[src/shared/lpsc_pkg.sv]
package lpsc_pkg;
	// register byte offsets
	localparam logic [7:0] ADDR_CTRL   = 8'h00;
	localparam logic [7:0] ADDR_FUNC   = 8'h04;
	localparam logic [7:0] ADDR_DOUT   = 8'h08;
	localparam logic [7:0] ADDR_DOE    = 8'h0c;
	localparam logic [7:0] ADDR_WKEN   = 8'h10;
	localparam logic [7:0] ADDR_PINS   = 8'h14;
	localparam logic [7:0] ADDR_STATUS = 8'h18;
	// ctrl field positions
	localparam int CTRL_SPL_BIT  = 0;
	localparam int CTRL_SUB_LSB  = 4;
	localparam int CTRL_MODE_LSB = 8;
	// status field positions
	localparam int ST_READY_BIT = 0;
	localparam int ST_DSRET_BIT = 1;
	localparam int ST_MAIN_BIT  = 2;
	localparam int ST_SUB_BIT   = 3;
	// pin function codes
	localparam logic [1:0] FN_GPIO   = 2'h0;
	localparam logic [1:0] FN_PERIPH = 2'h1;
	localparam logic [1:0] FN_EXTINT = 2'h2;
	localparam logic [1:0] FN_ANAOUT = 2'h3;
	// sub clock pin selection
	localparam logic [1:0] SUB_XTAL = 2'h0;
	localparam logic [1:0] SUB_EXT  = 2'h1;
	localparam logic [1:0] SUB_GPIO = 2'h2;
	// timing
	localparam int CLK_PERIOD_NS = 100;
	localparam int INT_RST_NS    = 1000;
	localparam int INT_RST_CYC   =
		(INT_RST_NS + CLK_PERIOD_NS - 1) / CLK_PERIOD_NS;
	typedef enum logic [3:0] {
		MODE_RUN, MODE_SLEEP, MODE_SUB_RUN, MODE_LCR_RUN,
		MODE_SUB_SLEEP, MODE_LCR_SLEEP, MODE_MAIN_TIMER,
		MODE_SUB_TIMER, MODE_LCR_TIMER, MODE_RTC, MODE_STOP,
		MODE_DS_RTC, MODE_DS_STOP
	} lpsc_mode_t;
	localparam logic [3:0] MODE_LAST = 4'hc;
	// reset values
	localparam lpsc_mode_t MODE_RESET   = MODE_RUN;
	localparam logic [1:0] SUBSEL_RESET = SUB_XTAL;
	localparam logic       SPL_RESET    = 1'b0;
endpackage

[src/design/lpsc_pin_ctrl.sv]
`timescale 1ns/10ps
module lpsc_pin_ctrl #(
	parameter int               NPINS         = 8,
	parameter logic [NPINS-1:0] MODE_GRP_MASK = '0
) (
	// clock and reset
	input  wire logic               clock,
	input  wire logic               rst,
	// apb slave
	input  wire logic               psel,
	input  wire logic               penable,
	input  wire logic               pwrite,
	input  wire logic [7:0]         paddr,
	input  wire logic [31:0]        pwdata,
	output logic      [31:0]        prdata,
	output logic                    pready,
	output logic                    pslverr,
	// pads
	input  wire logic               externalResetN,
	input  wire logic [NPINS-1:0]   pinIn,
	output logic      [NPINS-1:0]   pinOut,
	output logic      [NPINS-1:0]   pinOeN,
	// internal input paths
	output logic      [NPINS-1:0]   pinInVal,
	output logic      [NPINS-1:0]   pinInEn,
	output logic      [NPINS-1:0]   wakeupInput,
	// oscillators and sub clock pins
	output logic                    mainOscEn,
	output logic                    subOscEn,
	output logic                    subXinInEn,
	output logic                    subXoutOeN,
	output logic                    subXoutInEn,
	output logic                    subExtOeN,
	output logic                    subExtInEn
);
	import lpsc_pkg::*;

	typedef enum logic [1:0] {RS_HOLD, RS_INT, RS_READY} lpsc_rst_t;

	logic [NPINS-1:0] pinSync1_reg, pinSync2_reg;
	logic             rstnSync1_reg, rstnSync2_reg;
	lpsc_rst_t        rsState_reg, rsState_next;
	logic [7:0]       rsCnt_reg, rsCnt_next;
	logic             ready;

	// external pins are asynchronous to clock
	always_ff @(posedge clock or posedge rst) begin
		if (rst) begin
			pinSync1_reg  <= '0;
			pinSync2_reg  <= '0;
			rstnSync1_reg <= 1'b0;
			rstnSync2_reg <= 1'b0;
		end else begin
			pinSync1_reg  <= pinIn;
			pinSync2_reg  <= pinSync1_reg;
			rstnSync1_reg <= externalResetN;
			rstnSync2_reg <= rstnSync1_reg;
		end
	end

	always_comb begin
		rsState_next = rsState_reg;
		rsCnt_next   = rsCnt_reg;
		if (!rstnSync2_reg) begin
			rsState_next = RS_HOLD;
			rsCnt_next   = '0;
		end else begin
			case (rsState_reg)
				RS_HOLD: begin
					rsState_next = RS_INT;
				end
				RS_INT: begin
					rsCnt_next = rsCnt_reg + 8'h01;
					if (rsCnt_reg == 8'(INT_RST_CYC - 1))
						rsState_next = RS_READY;
				end
				RS_READY: begin
					rsState_next = RS_READY;
				end
				default: begin
					rsState_next = RS_HOLD;
				end
			endcase
		end
	end

	always_ff @(posedge clock or posedge rst) begin
		if (rst) begin
			rsState_reg <= RS_HOLD;
			rsCnt_reg   <= '0;
		end else begin
			rsState_reg <= rsState_next;
			rsCnt_reg   <= rsCnt_next;
		end
	end

	assign ready = (rsState_reg == RS_READY);

	// register file
	lpsc_mode_t         mode_reg, mode_next;
	logic               spl_reg, spl_next;
	logic [1:0]         subSel_reg, subSel_next;
	logic [2*NPINS-1:0] func_reg, func_next;
	logic [NPINS-1:0]   dout_reg, dout_next, doe_reg, doe_next;
	logic [NPINS-1:0]   wken_reg, wken_next;
	logic               dsRet_reg, dsRet_next;
	logic               apbDone, wrCtrl, newIsDs;
	logic [3:0]         wrMode;
	lpsc_mode_t         modeSel;
	logic               isDs, isTimer, isLowPower, mainRun, subRun;

	assign isDs    = (mode_reg == MODE_DS_RTC) || (mode_reg == MODE_DS_STOP);
	assign isTimer = (mode_reg == MODE_MAIN_TIMER) ||
		(mode_reg == MODE_SUB_TIMER) || (mode_reg == MODE_LCR_TIMER);
	assign isLowPower = isTimer || (mode_reg == MODE_RTC) ||
		(mode_reg == MODE_STOP);
	// main oscillator only in main-clock run, sleep and timer
	assign mainRun = (mode_reg == MODE_RUN) || (mode_reg == MODE_SLEEP) ||
		(mode_reg == MODE_MAIN_TIMER);
	// sub oscillator stops only in stop and deep-standby stop
	assign subRun = (mode_reg != MODE_STOP) && (mode_reg != MODE_DS_STOP);

	assign apbDone = psel && penable && pready;
	assign wrCtrl  = apbDone && pwrite && (paddr == ADDR_CTRL);
	assign wrMode  = pwdata[CTRL_MODE_LSB +: 4];
	// unknown mode codes leave the mode unchanged
	assign modeSel = (wrMode <= MODE_LAST) ? lpsc_mode_t'(wrMode) : mode_reg;
	assign newIsDs = (modeSel == MODE_DS_RTC) || (modeSel == MODE_DS_STOP);

	always_comb begin
		mode_next   = mode_reg;
		spl_next    = spl_reg;
		subSel_next = subSel_reg;
		func_next   = func_reg;
		dout_next   = dout_reg;
		doe_next    = doe_reg;
		wken_next   = wken_reg;
		dsRet_next  = dsRet_reg;
		if (wrCtrl) begin
			mode_next   = modeSel;
			spl_next    = pwdata[CTRL_SPL_BIT];
			subSel_next = pwdata[CTRL_SUB_LSB +: 2];
			if (isDs && !newIsDs) begin
				// pins hold their standby state until software reconfigures
				dsRet_next = 1'b1;
				// external sub clock falls back to gpio
				if (mode_reg == MODE_DS_STOP && subSel_next == SUB_EXT)
					subSel_next = SUB_GPIO;
			end
			// deep standby entry turns every pin into gpio
			if (newIsDs)
				func_next = '0;
		end else if (apbDone && pwrite) begin
			case (paddr)
				ADDR_FUNC: begin
					// function changes are locked out in deep standby
					if (!isDs) begin
						func_next  = pwdata[2*NPINS-1:0];
						dsRet_next = 1'b0;
					end
				end
				ADDR_DOUT: dout_next = pwdata[NPINS-1:0];
				ADDR_DOE:  doe_next  = pwdata[NPINS-1:0];
				ADDR_WKEN: wken_next = pwdata[NPINS-1:0];
				default: begin
				end
			endcase
		end
	end

	always_ff @(posedge clock or posedge rst) begin
		if (rst) begin
			mode_reg   <= MODE_RESET;
			spl_reg    <= SPL_RESET;
			subSel_reg <= SUBSEL_RESET;
			func_reg   <= '0;
			dout_reg   <= '0;
			doe_reg    <= '0;
			wken_reg   <= '0;
			dsRet_reg  <= 1'b0;
		end else begin
			mode_reg   <= mode_next;
			spl_reg    <= spl_next;
			subSel_reg <= subSel_next;
			func_reg   <= func_next;
			dout_reg   <= dout_next;
			doe_reg    <= doe_next;
			wken_reg   <= wken_next;
			dsRet_reg  <= dsRet_next;
		end
	end

	// apb answer: no wait state, pready raised in the access phase
	logic [31:0] prdata_next;
	logic        pready_next, pslverr_next, mapped;

	always_comb begin
		prdata_next = '0;
		mapped      = 1'b1;
		case (paddr)
			ADDR_CTRL: begin
				prdata_next[CTRL_SPL_BIT]       = spl_reg;
				prdata_next[CTRL_SUB_LSB +: 2]  = subSel_reg;
				prdata_next[CTRL_MODE_LSB +: 4] = mode_reg;
			end
			ADDR_FUNC:   prdata_next[2*NPINS-1:0] = func_reg;
			ADDR_DOUT:   prdata_next[NPINS-1:0]   = dout_reg;
			ADDR_DOE:    prdata_next[NPINS-1:0]   = doe_reg;
			ADDR_WKEN:   prdata_next[NPINS-1:0]   = wken_reg;
			ADDR_PINS:   prdata_next[NPINS-1:0]   = pinSync2_reg;
			ADDR_STATUS: begin
				prdata_next[ST_READY_BIT] = ready;
				prdata_next[ST_DSRET_BIT] = dsRet_reg;
				prdata_next[ST_MAIN_BIT]  = mainOscEn;
				prdata_next[ST_SUB_BIT]   = subOscEn;
			end
			default: mapped = 1'b0;
		endcase
		pready_next  = psel && !penable;
		pslverr_next = psel && !penable && !mapped;
		if (!(psel && !penable && !pwrite))
			prdata_next = prdata;
	end

	always_ff @(posedge clock or posedge rst) begin
		if (rst) begin
			prdata  <= '0;
			pready  <= 1'b0;
			pslverr <= 1'b0;
		end else begin
			prdata  <= prdata_next;
			pready  <= pready_next;
			pslverr <= pslverr_next;
		end
	end

	// pad control
	logic [NPINS-1:0] out_next, oeN_next, inEn_next, wake_next;
	logic [NPINS-1:0] heldOut_reg, heldOut_next, heldOe_reg, heldOe_next;
	logic [1:0]       fn;
	logic             holdIt, hiZ;

	always_comb begin
		for (int i = 0; i < NPINS; i++) begin
			fn           = func_reg[2*i +: 2];
			holdIt       = 1'b0;
			hiZ          = 1'b0;
			inEn_next[i] = 1'b1;
			wake_next[i] = 1'b0;
			if (!ready) begin
				// floating with input enabled through reset
				hiZ = 1'b1;
			end else if (isLowPower) begin
				if (fn == FN_EXTINT) begin
					holdIt = 1'b1;
				end else if (fn == FN_ANAOUT) begin
					holdIt       = isTimer;
					hiZ          = !isTimer && spl_reg;
					inEn_next[i] = isTimer;
				end else if (MODE_GRP_MASK[i]) begin
					hiZ    = spl_reg;
					holdIt = !spl_reg;
				end else begin
					hiZ          = spl_reg;
					holdIt       = !spl_reg;
					inEn_next[i] = 1'b0;
				end
			end else if (isDs) begin
				// gpio in deep standby, wake input if enabled
				hiZ          = spl_reg;
				holdIt       = !spl_reg;
				inEn_next[i] = 1'b0;
				wake_next[i] = wken_reg[i];
			end else if (dsRet_reg) begin
				holdIt = 1'b1;
			end
			if (hiZ) begin
				out_next[i] = 1'b0;
				oeN_next[i] = 1'b1;
			end else if (holdIt) begin
				out_next[i] = heldOut_reg[i];
				oeN_next[i] = !heldOe_reg[i];
			end else begin
				out_next[i] = dout_reg[i];
				oeN_next[i] = !doe_reg[i];
			end
		end
		// track the driven state, deep standby included, so a
		// return from standby keeps what the pads showed in standby
		if (ready && !isLowPower && !dsRet_reg) begin
			heldOut_next = pinOut;
			heldOe_next  = ~pinOeN;
		end else begin
			heldOut_next = heldOut_reg;
			heldOe_next  = heldOe_reg;
		end
	end

	always_ff @(posedge clock or posedge rst) begin
		if (rst) begin
			pinOut      <= '0;
			pinOeN      <= '1;
			pinInEn     <= '1;
			pinInVal    <= '0;
			wakeupInput <= '0;
			heldOut_reg <= '0;
			heldOe_reg  <= '0;
		end else begin
			pinOut      <= out_next;
			pinOeN      <= oeN_next;
			pinInEn     <= inEn_next;
			pinInVal    <= inEn_next & pinSync2_reg;
			wakeupInput <= wake_next;
			heldOut_reg <= heldOut_next;
			heldOe_reg  <= heldOe_next;
		end
	end

	// oscillators and sub clock pins
	logic xtal, ext, anyLp;
	assign xtal  = ready && (subSel_reg == SUB_XTAL);
	assign ext   = ready && (subSel_reg == SUB_EXT);
	assign anyLp = isLowPower || isDs;

	always_ff @(posedge clock or posedge rst) begin
		if (rst) begin
			mainOscEn   <= 1'b1;
			subOscEn    <= 1'b1;
			subXinInEn  <= 1'b1;
			subXoutOeN  <= 1'b1;
			subXoutInEn <= 1'b0;
			subExtOeN   <= 1'b1;
			subExtInEn  <= 1'b0;
		end else begin
			mainOscEn   <= mainRun;
			subOscEn    <= subRun;
			subXinInEn  <= 1'b1;
			// crystal output floats once oscillation stops
			subXoutOeN  <= !(xtal && subRun);
			subXoutInEn <= xtal && subRun;
			subExtOeN   <= ext ? (anyLp && spl_reg) || subExtOeN : 1'b1;
			subExtInEn  <= ext && subRun;
		end
	end

	chk_reset_hiz: assert property (@(posedge clock) disable iff (rst)
		!ready |=> (&pinOeN) && (&pinInEn))
		else $error("pins not floating with input on during reset");
	chk_xin_enabled: assert property (@(posedge clock) disable iff (rst)
		1'b1 |=> subXinInEn)
		else $error("sub crystal input path gated");
	chk_lp_float: assert property (@(posedge clock) disable iff (rst)
		ready && isLowPower && spl_reg && func_reg[1:0] == FN_GPIO &&
		!MODE_GRP_MASK[0] |=> pinOeN[0] && !pinInEn[0] && !pinInVal[0])
		else $error("gpio not floated in low power");
	chk_lp_hold: assert property (@(posedge clock) disable iff (rst)
		ready && isLowPower && !spl_reg && func_reg[1:0] == FN_GPIO
		|=> pinOut[0] == $past(heldOut_reg[0]) &&
		pinOeN[0] == !$past(heldOe_reg[0]) && !pinInEn[0])
		else $error("gpio level not held in low power");
	chk_ds_gpio: assert property (@(posedge clock) disable iff (rst)
		isDs |-> func_reg == '0)
		else $error("peripheral function left in deep standby");
	chk_ret_hold: assert property (@(posedge clock) disable iff (rst)
		ready && dsRet_reg && !isLowPower && !isDs
		|=> pinOut == $past(heldOut_reg))
		else $error("held state lost after deep standby");
	chk_extint_hold: assert property (@(posedge clock) disable iff (rst)
		ready && isLowPower && func_reg[1:0] == FN_EXTINT
		|=> pinInEn[0] && pinOut[0] == $past(heldOut_reg[0]))
		else $error("interrupt pin not kept in low power");
	chk_main_osc: assert property (@(posedge clock) disable iff (rst)
		(mode_reg == MODE_SUB_RUN || mode_reg == MODE_RTC ||
		mode_reg == MODE_STOP || isDs) ##1 1'b1 |-> !mainOscEn)
		else $error("main oscillator running in a low mode");
	chk_sub_osc: assert property (@(posedge clock) disable iff (rst)
		1'b1 |=> subOscEn == ($past(mode_reg) != MODE_STOP &&
		$past(mode_reg) != MODE_DS_STOP))
		else $error("sub oscillator enable wrong for mode");
endmodule

[config.mk]
export PLATFORM = sky130hd
export DESIGN_NAME = lpsc_pin_ctrl
export DESIGN_NICKNAME = d
export VERILOG_FILES = /design/src/shared/lpsc_pkg.sv /design/src/design/lpsc_pin_ctrl.sv
export SDC_FILE = /design/constraint.sdc
export NUM_CORES = 1
export LEC_CHECK = 0
export BUFFER_PORTS_ARGS = -buffer_cell sky130_fd_sc_hd__buf_2
export CAP_MARGIN = 10
export CORE_ASPECT_RATIO = 1.25
export CORE_UTILIZATION = 55
export DETAILED_ROUTE_END_ITERATION = 12
export PLACE_DENSITY = 0.81
export SLEW_MARGIN = 5
export SYNTH_ARGS = -nofsm -noshare
export SYNTH_HDL_FRONTEND = slang
export SYNTH_SLANG_ARGS = --single-unit
[constraint.sdc]
create_clock -name clock -period 5.3 [get_ports clock]
set_input_delay 0.265 -clock clock [delete_from_list [all_inputs] [get_ports clock]]
set_output_delay 0.265 -clock clock [all_outputs]
set_load 0.02 [all_outputs]
# Word level (Yosys, flattened, before mapping)
# Index checks and enable logic that the tools add are counted.
totals:
  reg_bits: 156
  in_bits: 54
  output_inout_bits: 81
  wordCells: 326
classes:
  n_addsub: 1
  order_cmp: 1
  eq_ne: 44
  n_mux: 182
  bitwise: 3
  reduce_logical: 65
op_table:
  columns: ["operator", "count"]
  rows:
  - ["two-way mux 1 bit", 163]
  - ["two-way mux 16 bit", 5]
  - ["== test 2 bit (second input constant)", 17]
  - ["== test 4 bit (second input constant)", 7]
  - ["logical NOT 1 bit", 25]
  - ["== test 8 x 4 -> 1 bit (second input constant)", 3]
  - ["== test 8 x 5 -> 1 bit (second input constant)", 3]
  - ["logical AND 1 bit", 18]
  - ["one-hot mux 3 bit (6 select lines)", 1]
  - ["two-way mux 8 bit", 2]
  - ["one-hot mux 2 bit (6 select lines)", 1]
  - ["logical OR 1 bit", 10]
  - ["one-hot mux 2 bit (5 select lines)", 1]
  - ["AND reduction 3 bit", 3]
  - ["adder 8 x 1 -> 8 bit (second input constant)", 1]
  - ["AND 8 bit", 1]
  - ["== test 4 x 3 -> 1 bit (second input constant)", 2]
  - ["== test 8 x 3 -> 1 bit (second input constant)", 1]
  - ["logical NOT 8 bit", 1]
  - ["two-way mux 2 bit", 4]
  - ["two-way mux 4 bit", 2]
  - ["inequality test 4 bit (second input constant)", 2]
  - ["inverter 8 bit", 1]
  - ["one-hot mux 4 bit (2 select lines)", 1]
  - ["14 further kinds", 21]

# Longest topological paths before layout
# Gate-level depths: netlist of run 1.
depth:
  depth_word: 10
  mapped_depth: 9
  depth_no_buf: 6

# Worst setup path before layout of run 1
# Ideal clock, no wire load.
synth_path:
  path_kind: "reg-to-reg"
  startpoint: "register pready"
  endpoint: "register doe_reg[0]"
  setup_ns: 0.125
  arrival_ns: 1.789
  required_ns: 5.175
  setup_slack_ns: 3.386
  path_stages_with_launch: 5
  n_path_buf: 0
  synth_period_minus_slack_ns: 1.914
  cell_sequence: "dfrtp_1 > nand4_1 > nor4_2 > nand3_1 > mux2_2"
synth_via:
  elab_chain_cells: 5
synth_rtl:
  columns: ["item", "line_no", "rtl"]
  rows:
  - ["from (decl)", "lpsc_pin_ctrl.sv:16", "output logic pready,"]
  - ["from (signal assigned)", "lpsc_pin_ctrl.sv:232", "pready <= pready_next;"]
  - ["logical AND 1 bit *", "lpsc_pin_ctrl.sv:123", "assign apbDone = psel && penable && pready;"]
  - ["logical AND 1 bit *", "lpsc_pin_ctrl.sv:124, lpsc_pin_ctrl.sv:153", null]
  - ["logical AND 1 bit", "lpsc_pin_ctrl.sv:124", "assign wrCtrl = apbDone && pwrite && (paddr == ADDR_CTRL);"]
  - ["inverter 1 bit (no line)", null, null]
  - ["AND reduction 3 bit (no line) *", null, null]
  - ["to (signal assigned)", "lpsc_pin_ctrl.sv:187", "doe_reg <= doe_next;"]
  - ["to (decl)", "lpsc_pin_ctrl.sv:104", "logic [NPINS-1:0] dout_reg, dout_next, doe_reg, doe_next;"]
# Every way passes the cells marked *; elsewhere a longest branch is shown, timed or not.
# A chain may end at the register's enable or synchronous reset.

# Final worst setup path of run 1
layout_path:
  startpoint: "register mode_reg[2]"
  endpoint: "register pinOut[3]"
layout_via:
  elab_chain_cells: 10
  elab_cells_between_ends: 26
  classes_between: "7 x eq/ne; 12 x mux; 7 x reduce/logical"
layout_rtl:
  columns: ["item", "line_no", "rtl"]
  rows:
  - ["from (decl)", "lpsc_pin_ctrl.sv:100", "lpsc_mode_t mode_reg, mode_next;"]
  - ["from (signal assigned)", "lpsc_pin_ctrl.sv:182", "mode_reg <= mode_next;"]
  - ["== test 4 x 3 -> 1 bit, on equally long branches", "lpsc_pin_ctrl.sv:113, lpsc_pin_ctrl.sv:114", null]
  - ["logical OR 1 bit", "lpsc_pin_ctrl.sv:113", "assign isTimer = (mode_reg == MODE_MAIN_TIMER) ||"]
  - ["logical OR 1 bit", "lpsc_pin_ctrl.sv:114", "(mode_reg == MODE_SUB_TIMER) || (mode_reg == MODE_LCR_TIMER);"]
  - ["logical NOT 1 bit", "lpsc_pin_ctrl.sv:258", "hiZ = !isTimer && spl_reg;"]
  - ["logical AND 1 bit", "lpsc_pin_ctrl.sv:258", null]
  - ["two-way mux 1 bit", "lpsc_pin_ctrl.sv:256", "end else if (fn == FN_ANAOUT) begin"]
  - ["two-way mux 1 bit", "lpsc_pin_ctrl.sv:254", "if (fn == FN_EXTINT) begin"]
  - ["two-way mux 1 bit", "lpsc_pin_ctrl.sv:253", "end else if (isLowPower) begin"]
  - ["two-way mux 1 bit", "lpsc_pin_ctrl.sv:250", "if (!ready) begin"]
  - ["two-way mux 1 bit *", "lpsc_pin_ctrl.sv:277", "if (hiZ) begin"]
  - ["named net out_next[3]", "lpsc_pin_ctrl.sv:238", "logic [NPINS-1:0] out_next, oeN_next, inEn_next, wake_next;"]
  - ["to (signal assigned)", "lpsc_pin_ctrl.sv:309", "pinOut <= out_next;"]
  - ["to (decl)", "lpsc_pin_ctrl.sv:21", "output logic [NPINS-1:0] pinOut,"]
# The timed path passes the listed nets; every way through them passes the cells marked *.

==> results.py, run 1 <==
metrics = {
    "synth": {
        "synth.distinct_cells": 62,
        "synthesis.area_mm2": 0.00710,
        "sequential_share_of_the_synthesized_area": 0.553,
        "yosysWarningCount": 0,
        "synth_most_common_cell": "dfrtp_1",
        "share_of_the_synthesized_area_in_the_top_cell_type": 0.479,
        "synth_cells": 648,
        "synthArstFlopShare": 1.00,
        "synth-edff-count": 0,
        "netlist.top_cell.by_area": "dfrtp_1",
        "synth_flop_cell": "dfrtp_1",
        "synthTopCellsByCount": "136 x dfrtp_1, 68 x nand2_1, 43 x o21ai_0, 34 x nor2_1, 27 x mux2_2",
        "synth_area_per_cell_um2": 11.0,
        "post_synth_main_area_contributors": "dfrtp_1 48%, dfstp_2 7.4%, mux2_2 4.3%",
        "yosys_register_bits": 156,
    },
    "sta": {
        "final-hold-violation-count": 0,
        "fin_worst_skew_ns": 0.00945,
        "timing.setup.tns_ns": 0,
        "final_min_period_over_clock_period": 0.588,
        "number_of_pins_with_negative_max_slew_slack_in_the_final_report": 0,
        "slew-limit-headroom": 0.236,
        "max_freq_ghz": 0.321,
        "layout_min_cycle_time_ns": 3.12,
        "unrepaired_setup_endpoints_after_global_routing": "no",
        "worst-slew-pin-transition_ns": 1.15,
        "setup_violations": 0,
    },
    "drt": {
        "avgRoutedWirePerCell_um": 19.3,
        "drtPass1Iterations": 8,
        "vias": 5437,
        "drt_iter0_drc": 453,
        "final_antenna_net_count": 0,
        "remaining_drc_errors": 0,
        "routed_via_density": 5.90,
        "routed_wirelength_um": 17800,
    },
    "critical_path": {
        "worst_path_max_delay_cell": "a2111oi_4",
        "critical_path.startpoint_type": "flop",
        "critical_path.endpoint_type": "flop",
        "critical_path_peak_fanout": 24,
        "cp_data_arrival_time_ns": 3.42,
        "worst_ep_required_time_ns": 5.61,
        "cp_slowest_stage_delay_ns": 1.08,
        "r2r_end": "pinOut[3]",
        "regToRegSetupSlack_ns": 2.18,
        "ff2ff_path_depth": 5,
        "crit_chain": "nand2b_1 > o32ai_1 > a2111oi_4 > nand2_1 > a31o_1",
        "crit-reg2reg-launch": "mode_reg[2]",
        "critPathKind": "flop to flop",
    },
    "clock_tree": {
        "cts-root-buf": "clkbuf_16",
        "worst_skew_late_latency_ns": 0.43,
        "clock_sinks": 156,
        "postCtsSetupBuffers": 0,
        "clock_path_buffers": 2,
        "cts_tree": "done",
        "cts_buffers": 17,
        "cts_htree_levels": 4,
        "cts.clk_slew.worst_paths_ns": 0.06,
    },
    "global_routing": {
        "antenna_found_initial": 0,
        "grt_pass1_wl_um": 28000,
        "global_route.overflow_total": 0,
        "vias_in_the_first_global_route": 5344,
        "maximum_number_of_pins_on_one_net_before_global_route_repair": 106,
        "track_usage": 0.277,
    },
    "final_layout": {
        "design_area_mm2": 0.00826,
        "design.final.nets": 800,
        "synthToLayoutAreaGrowth_pct": 16.3,
        "layout-drive-gt1-share": 0.256,
        "antenna_cells_inserted": 0,
        "nFillCells": 999,
    },
    "floorplan": {
        "floorplan.die_area_mm2": 0.0134,
        "initial_core_util": 0.561,
        "die_width_um": 104,
        "number_of_placed_i_o_pins": 135,
        "placement_rows": 46,
        "die_height_um": 129,
        "core_area_mm2": 0.0127,
    },
    "outcome": {
        "outcome": "finished, final reports clean",
    },
    "place": {
        "placed_cell_area_mm2": 0.00756,
        "dpl.hpwl_um": 12100,
        "io_buffers": 101,
        "place_congestion": 0.908,
    },
    "run": {
        "max_cap_violations": 0,
    },
    "worst_hold_path": {
        "hold_path_class": "input pin to async pin",
    },
    "power_and_ir_drop": {
        "power_per_cell_area_mw_per_mm2": 328,
        "peakVddDrop_v": 0.000276,
        "cellLeakagePower_nw": 3.85,
    },
}
-- what timing repair did --
item	4_1_cts	5_1_grt
endpoints found under the hold margin	9	0
resized for setup	0	0
hold buffers	9	0
endpoints found under the setup margin	0	0
-- through the flow --
stage / total power [mW] / util / cells / setup WS (ns) / hold WS, ns
after floorplan: 1.43 / - / 663 / 0.862 / 0.296
after global placement: 1.47 / 0.597 / 881 / 2.36 / 0.334
after detailed placement: 1.48 / 0.597 / 881 / 2.27 / 0.335
after CTS: 2.73 / 0.652 / 922 / 2.23 / 0.0201
after global routing: 2.80 / 0.652 / 922 / 2.03 / 0.0352
final: 2.71 / 0.652 / 922 / 2.18 / 0.0352
-- where the power goes --
group          internal [mW]  leakage [nW]  switching [mW]  total (mW)
registers               1.22          1.95          0.0191        1.24
logic                 0.0710          1.60           0.158       0.229
clock network          0.778         0.304           0.469        1.25
-- logic make-up after synthesis --
| group | synth area share |
|---|---|
| AO/OA/AOI/OAI | 0.161 |
| XOR/XNOR | 0.00740 |
| adder cells (fa/ha/maj) | 0.00881 |
| buffers and inverters | 0.0543 |
| flip-flops | 0.553 |
| multiplexers | 0.0636 |
| other | 0.00106 |
| AND/OR/NAND/NOR | 0.151 |
-- cell usage in the layout, fill, tap and decap left out, types with 6 or more instances in the layout --
cell           netlist  final
nor2b_1              7      7
inv_1               15     14
nand2_1             68     68
a21o_1              19     19
a22oi_1              6      6
a21oi_1             17     17
mux2i_1              8      8
dfrtp_1            136    136
o21ai_0             43     43
clkbuf_16            0     17
dfstp_2             20     20
mux2_2              27     27
nor2_1              34     34
a31oi_1             11     11
o21ai_1             16     16
buf_2               11    101
dlygate4sd3_1        0      9
or3_1                6      6
and2_1              23     23
nor3_1              18     18
a22o_1              22     22
conb_1               2     17
a31o_1               8      8
and3_1              18     18
-- per-layer routing --
| metal | part of all wire | track usage | vias up |
|---|---|---|---|
| met1 | 0.38 | 0.328 | 2668 |
| met4 | 0.042 | 0.160 | 0 |
| met5 | 0 | 0 | - |
| met3 | 0.067 | 0.0624 | 55 |
| li1 | - | - | 2445 |
| met2 | 0.51 | 0.472 | 269 |
-- worst max-delay path, delay by kind of cell (launching register included) --
| kind | cells | cell delay, ns |
|---|---|---|
| simple gates | 2 | 0.65 |
| flops | 1 | 0.75 |
| compound gates | 3 | 1.60 |
-- layout make-up --
class	instances	area [µm²]	area share
clock inverter	10	136	0.0165
timing repair buffer	111	603	0.0730
multi-input combinational	440	2840	0.344
clock buffer	22	474	0.0574
inverter	15	61.3	0.00742
tap	168	210	0.0255
sequential	156	3930	0.476
-- worst max path at each step --
stage | from | end | slack (ns) | depth (start not counted)
floorplan | rst | doe_reg[0] | 0.86 | 1
detailed placement | pwrite | doe_reg[7] | 2.27 | 5
global placement | pwrite | doe_reg[5] | 2.36 | 5
CTS | pready | doe_reg[3] | 2.23 | 4
finish | mode_reg[2] | pinOut[3] | 2.18 | 5
global route | mode_reg[2] | pinOut[4] | 2.03 | 5
Note: power is estimated with default switching activity, not from simulation.
==> run 2, diff against run 1 <==
--- a/config.mk
+++ b/config.mk
@@ -5,12 +5,13 @@
 export SDC_FILE = /design/constraint.sdc
 export NUM_CORES = 1
 export LEC_CHECK = 0
+export ABC_AREA = 1
 export BUFFER_PORTS_ARGS = -buffer_cell sky130_fd_sc_hd__buf_2
 export CAP_MARGIN = 10
 export CORE_ASPECT_RATIO = 1.25
-export CORE_UTILIZATION = 55
+export CORE_UTILIZATION = 50
 export DETAILED_ROUTE_END_ITERATION = 12
-export PLACE_DENSITY = 0.81
+export PLACE_DENSITY = 0.78
 export SLEW_MARGIN = 5
 export SYNTH_ARGS = -nofsm -noshare
 export SYNTH_HDL_FRONTEND = slang
==> constraint.sdc (replaced) <==
create_clock -name clock -period 2.7 [get_ports clock]
set_input_delay 0.135 -clock clock [delete_from_list [all_inputs] [get_ports clock]]
set_output_delay 0.135 -clock clock [all_outputs]
set_load 0.02 [all_outputs]
==> results.py, run 2 <==
metrics = {
    "synth": {
        "synthArstFlopShare": 1.00,
        "yosys.area_share.adder": 0.00864,
        "synth.distinct_cells": 46,
        "post_synth_and_or_nand_nor_area_fraction": 0.226,
        "synth_flop_cell": "dfrtp_1",
        "synthTopCellsByCount": "184 x nand2_1, 136 x dfrtp_1, 70 x inv_1, 60 x nor2_1, 41 x o21ai_0",
        "sequential_share_of_the_synthesized_area": 0.543,
        "synth_top_family_by_area": "simple AND/OR/NAND/NOR gates",
        "netlist.top_cell.by_area": "dfrtp_1",
        "post_synth_main_area_contributors": "dfrtp_1 47%, nand2_1 9.5%, dfstp_2 7.3%",
        "post_synth_mux_area_share": 0.0235,
        "share_of_the_synthesized_area_in_the_top_cell_type": 0.470,
        "synth-edff-count": 0,
        "synth_cells": 776,
        "area_fraction_in_compound_gates_after_synthesis": 0.119,
        "synth_most_common_cell": "nand2_1",
        "yosysWarningCount": 0,
        "synth-xor-area-share": 0,
        "yosys_register_bits": 156,
        "synthesis.area_mm2": 0.00724,
        "synth_area_per_cell_um2": 9.33,
    },
    "final_layout": {
        "seqCellArea_mm2": 0.00393,
        "synthToLayoutAreaGrowth_pct": 20.3,
        "instances_no_fill": 1098,
        "area_occupied_by_multi_input_gates_mm2": 0.00279,
        "layout_common_cells": "184 x nand2_1, 136 x dfrtp_1, 101 x buf_2",
        "nFillCells": 1162,
        "antenna_cells_inserted": 0,
        "leading_cell_type_in_the_layout_fill_and_taps_excluded": "nand2_1",
        "design.final.nets": 969,
        "layout-drive-gt1-share": 0.278,
    },
    "global_routing": {
        "antenna_found_initial": 0,
        "global_route.overflow_total": 0,
        "maximum_number_of_pins_on_one_net_before_global_route_repair": 40,
        "vias_in_the_first_global_route": 5698,
        "grt_pass1_wl_um": 28400,
        "track_usage": 0.258,
    },
    "worst_hold_path": {
        "worstHoldEndpoint": "pslverr",
        "hold_path_class": "input pin to flop",
        "hold_start": "psel",
        "worstHoldPathCells": 3,
    },
    "drt": {
        "routed_via_density": 5.27,
        "final_antenna_net_count": 0,
        "routed_wirelength_um": 17900,
        "drtPass1Iterations": 6,
        "met2WireLength_um": 8440,
        "vias": 5789,
        "met3RoutedLength_um": 1160,
        "drt_iter0_drc": 475,
        "dr.max_layer_used": "met4",
        "remaining_drc_errors": 0,
        "wirelength_met1_um": 7470,
        "avgRoutedWirePerCell_um": 16.3,
    },
    "power_and_ir_drop": {
        "cellLeakagePower_nw": 4.23,
        "peakVddDrop_v": 0.000376,
        "power_per_cell_area_mw_per_mm2": 625,
    },
    "clock_tree": {
        "clock_path_buffers": 2,
        "cts_htree_levels": 4,
        "clock_sinks": 156,
        "worst_skew_late_latency_ns": 0.44,
        "cts_buffers": 17,
        "cts-root-buf": "clkbuf_16",
        "cts_tree": "done",
        "cts.clk_slew.worst_paths_ns": 0.06,
    },
    "critical_path": {
        "critical_path.startpoint_type": "flop",
        "critical_path_peak_fanout": 16,
        "cp_data_arrival_time_ns": 2.29,
        "worst_ep_required_time_ns": 3.03,
        "regToRegSetupSlack_ns": 0.74,
        "critical_path.endpoint_type": "flop",
        "ff2ff_path_depth": 8,
        "r2r_end": "pinOut[4]",
        "critPathKind": "flop to flop",
        "crit-reg2reg-launch": "mode_reg[3]",
        "timing.critical_path.from": "mode_reg[3]",
    },
    "place": {
        "dpl.hpwl_um": 13100,
        "io_buffers": 101,
        "place_congestion": 0.963,
        "placedCellCount": 1039,
    },
    "sta": {
        "worst-slew-pin-transition_ns": 0.826,
        "layout_min_cycle_time_ns": 1.96,
        "timing.setup.tns_ns": 0,
        "number_of_pins_with_negative_max_slew_slack_in_the_final_report": 0,
        "slew-limit-headroom": 0.448,
        "setup_violations": 0,
        "unrepaired_setup_endpoints_after_global_routing": "no",
        "final_min_period_over_clock_period": 0.726,
        "max_freq_ghz": 0.510,
        "final-hold-violation-count": 0,
        "fin_worst_skew_ns": 0.0150,
    },
    "floorplan": {
        "placement_rows": 48,
        "number_of_placed_i_o_pins": 135,
        "initial_core_util": 0.517,
        "die_width_um": 110,
        "core_area_mm2": 0.0140,
        "die_height_um": 137,
        "floorplan.die_area_mm2": 0.0150,
    },
    "run": {
        "max_cap_violations": 0,
    },
    "outcome": {
        "outcome": "finished, final reports clean",
    },
}
## run 2: worst max-delay path by stage
stage | end | slack, ns
CTS | func_reg[4] | 0.75
detailed placement | func_reg[14] | 0.65
global route | func_reg[15] | 0.56
global placement | func_reg[15] | 0.69
finish | pinOut[4] | 0.74
floorplan | doe_reg[0] | 0.61
## run 2: worst max-delay path: stages, from the launching register on
cell	delay (ns)
dfrtp_1	0.46
inv_2	0.14
nor2_2	0.05
nand2_1	0.08
nand2_2	0.18
o211ai_1	0.59
a21oi_1	0.20
nand2_1	0.11
nor2_1	0.05
## run 2: cells by family (layout without fill, tap and decap cells)
kind of cell             count (synthesis)  after routing
AO/OA/AOI/OAI                          135            135
multiplexers                            16             16
flip-flops                             156            156
other                                    2             17
adder cells (fa/ha/maj)                  5              5
AND/OR/NAND/NOR                        346            346
buffers and inverters                  116            248
## run 2: repair_timing
action | CTS | global route
hold buffers | 27 | 0
endpoints found under the hold margin | 53 | 0
gates resized for setup | 0 | 0
endpoints found under the setup margin | 0 | 0
buffers inserted | 0 | 0
## run 2: final cells by class
cell class | count | share of cell area
Clock buffer | 20 | 0.0524
Clock inverter | 12 | 0.0149
Inverter | 77 | 0.0345
Multi-Input combinational cell | 519 | 0.321
Sequential cell | 156 | 0.451
Tap cell | 175 | 0.0251
Timing Repair Buffer | 139 | 0.101
## run 2: per-stage QoR
step	util	setup WS (ns)	hold slack [ns]	power (mW)	area, µm²
global route	0.622	0.564	0.0162	5.65	8710
floorplan	-	0.608	0.166	2.93	7300
detailed placement	0.561	0.652	0.244	3.11	7850
CTS	0.622	0.751	0.00156	5.48	8710
finish	0.622	0.740	0.0124	5.44	8710
global placement	0.561	0.692	0.243	3.10	7850
## run 2: report_power, final
part           switching [mW]  leakage [nW]  internal (mW)
Clock                   0.995         0.286           1.34
Combinational           0.415          1.93          0.228
Sequential             0.0446          2.02           2.41
## run 2: routing by layer
layer / global-route usage / vias up
met5: 0 / -
met4: 0.159 / 0
met3: 0.0552 / 53
met2: 0.410 / 250
met1: 0.322 / 2726
li1: - / 2760
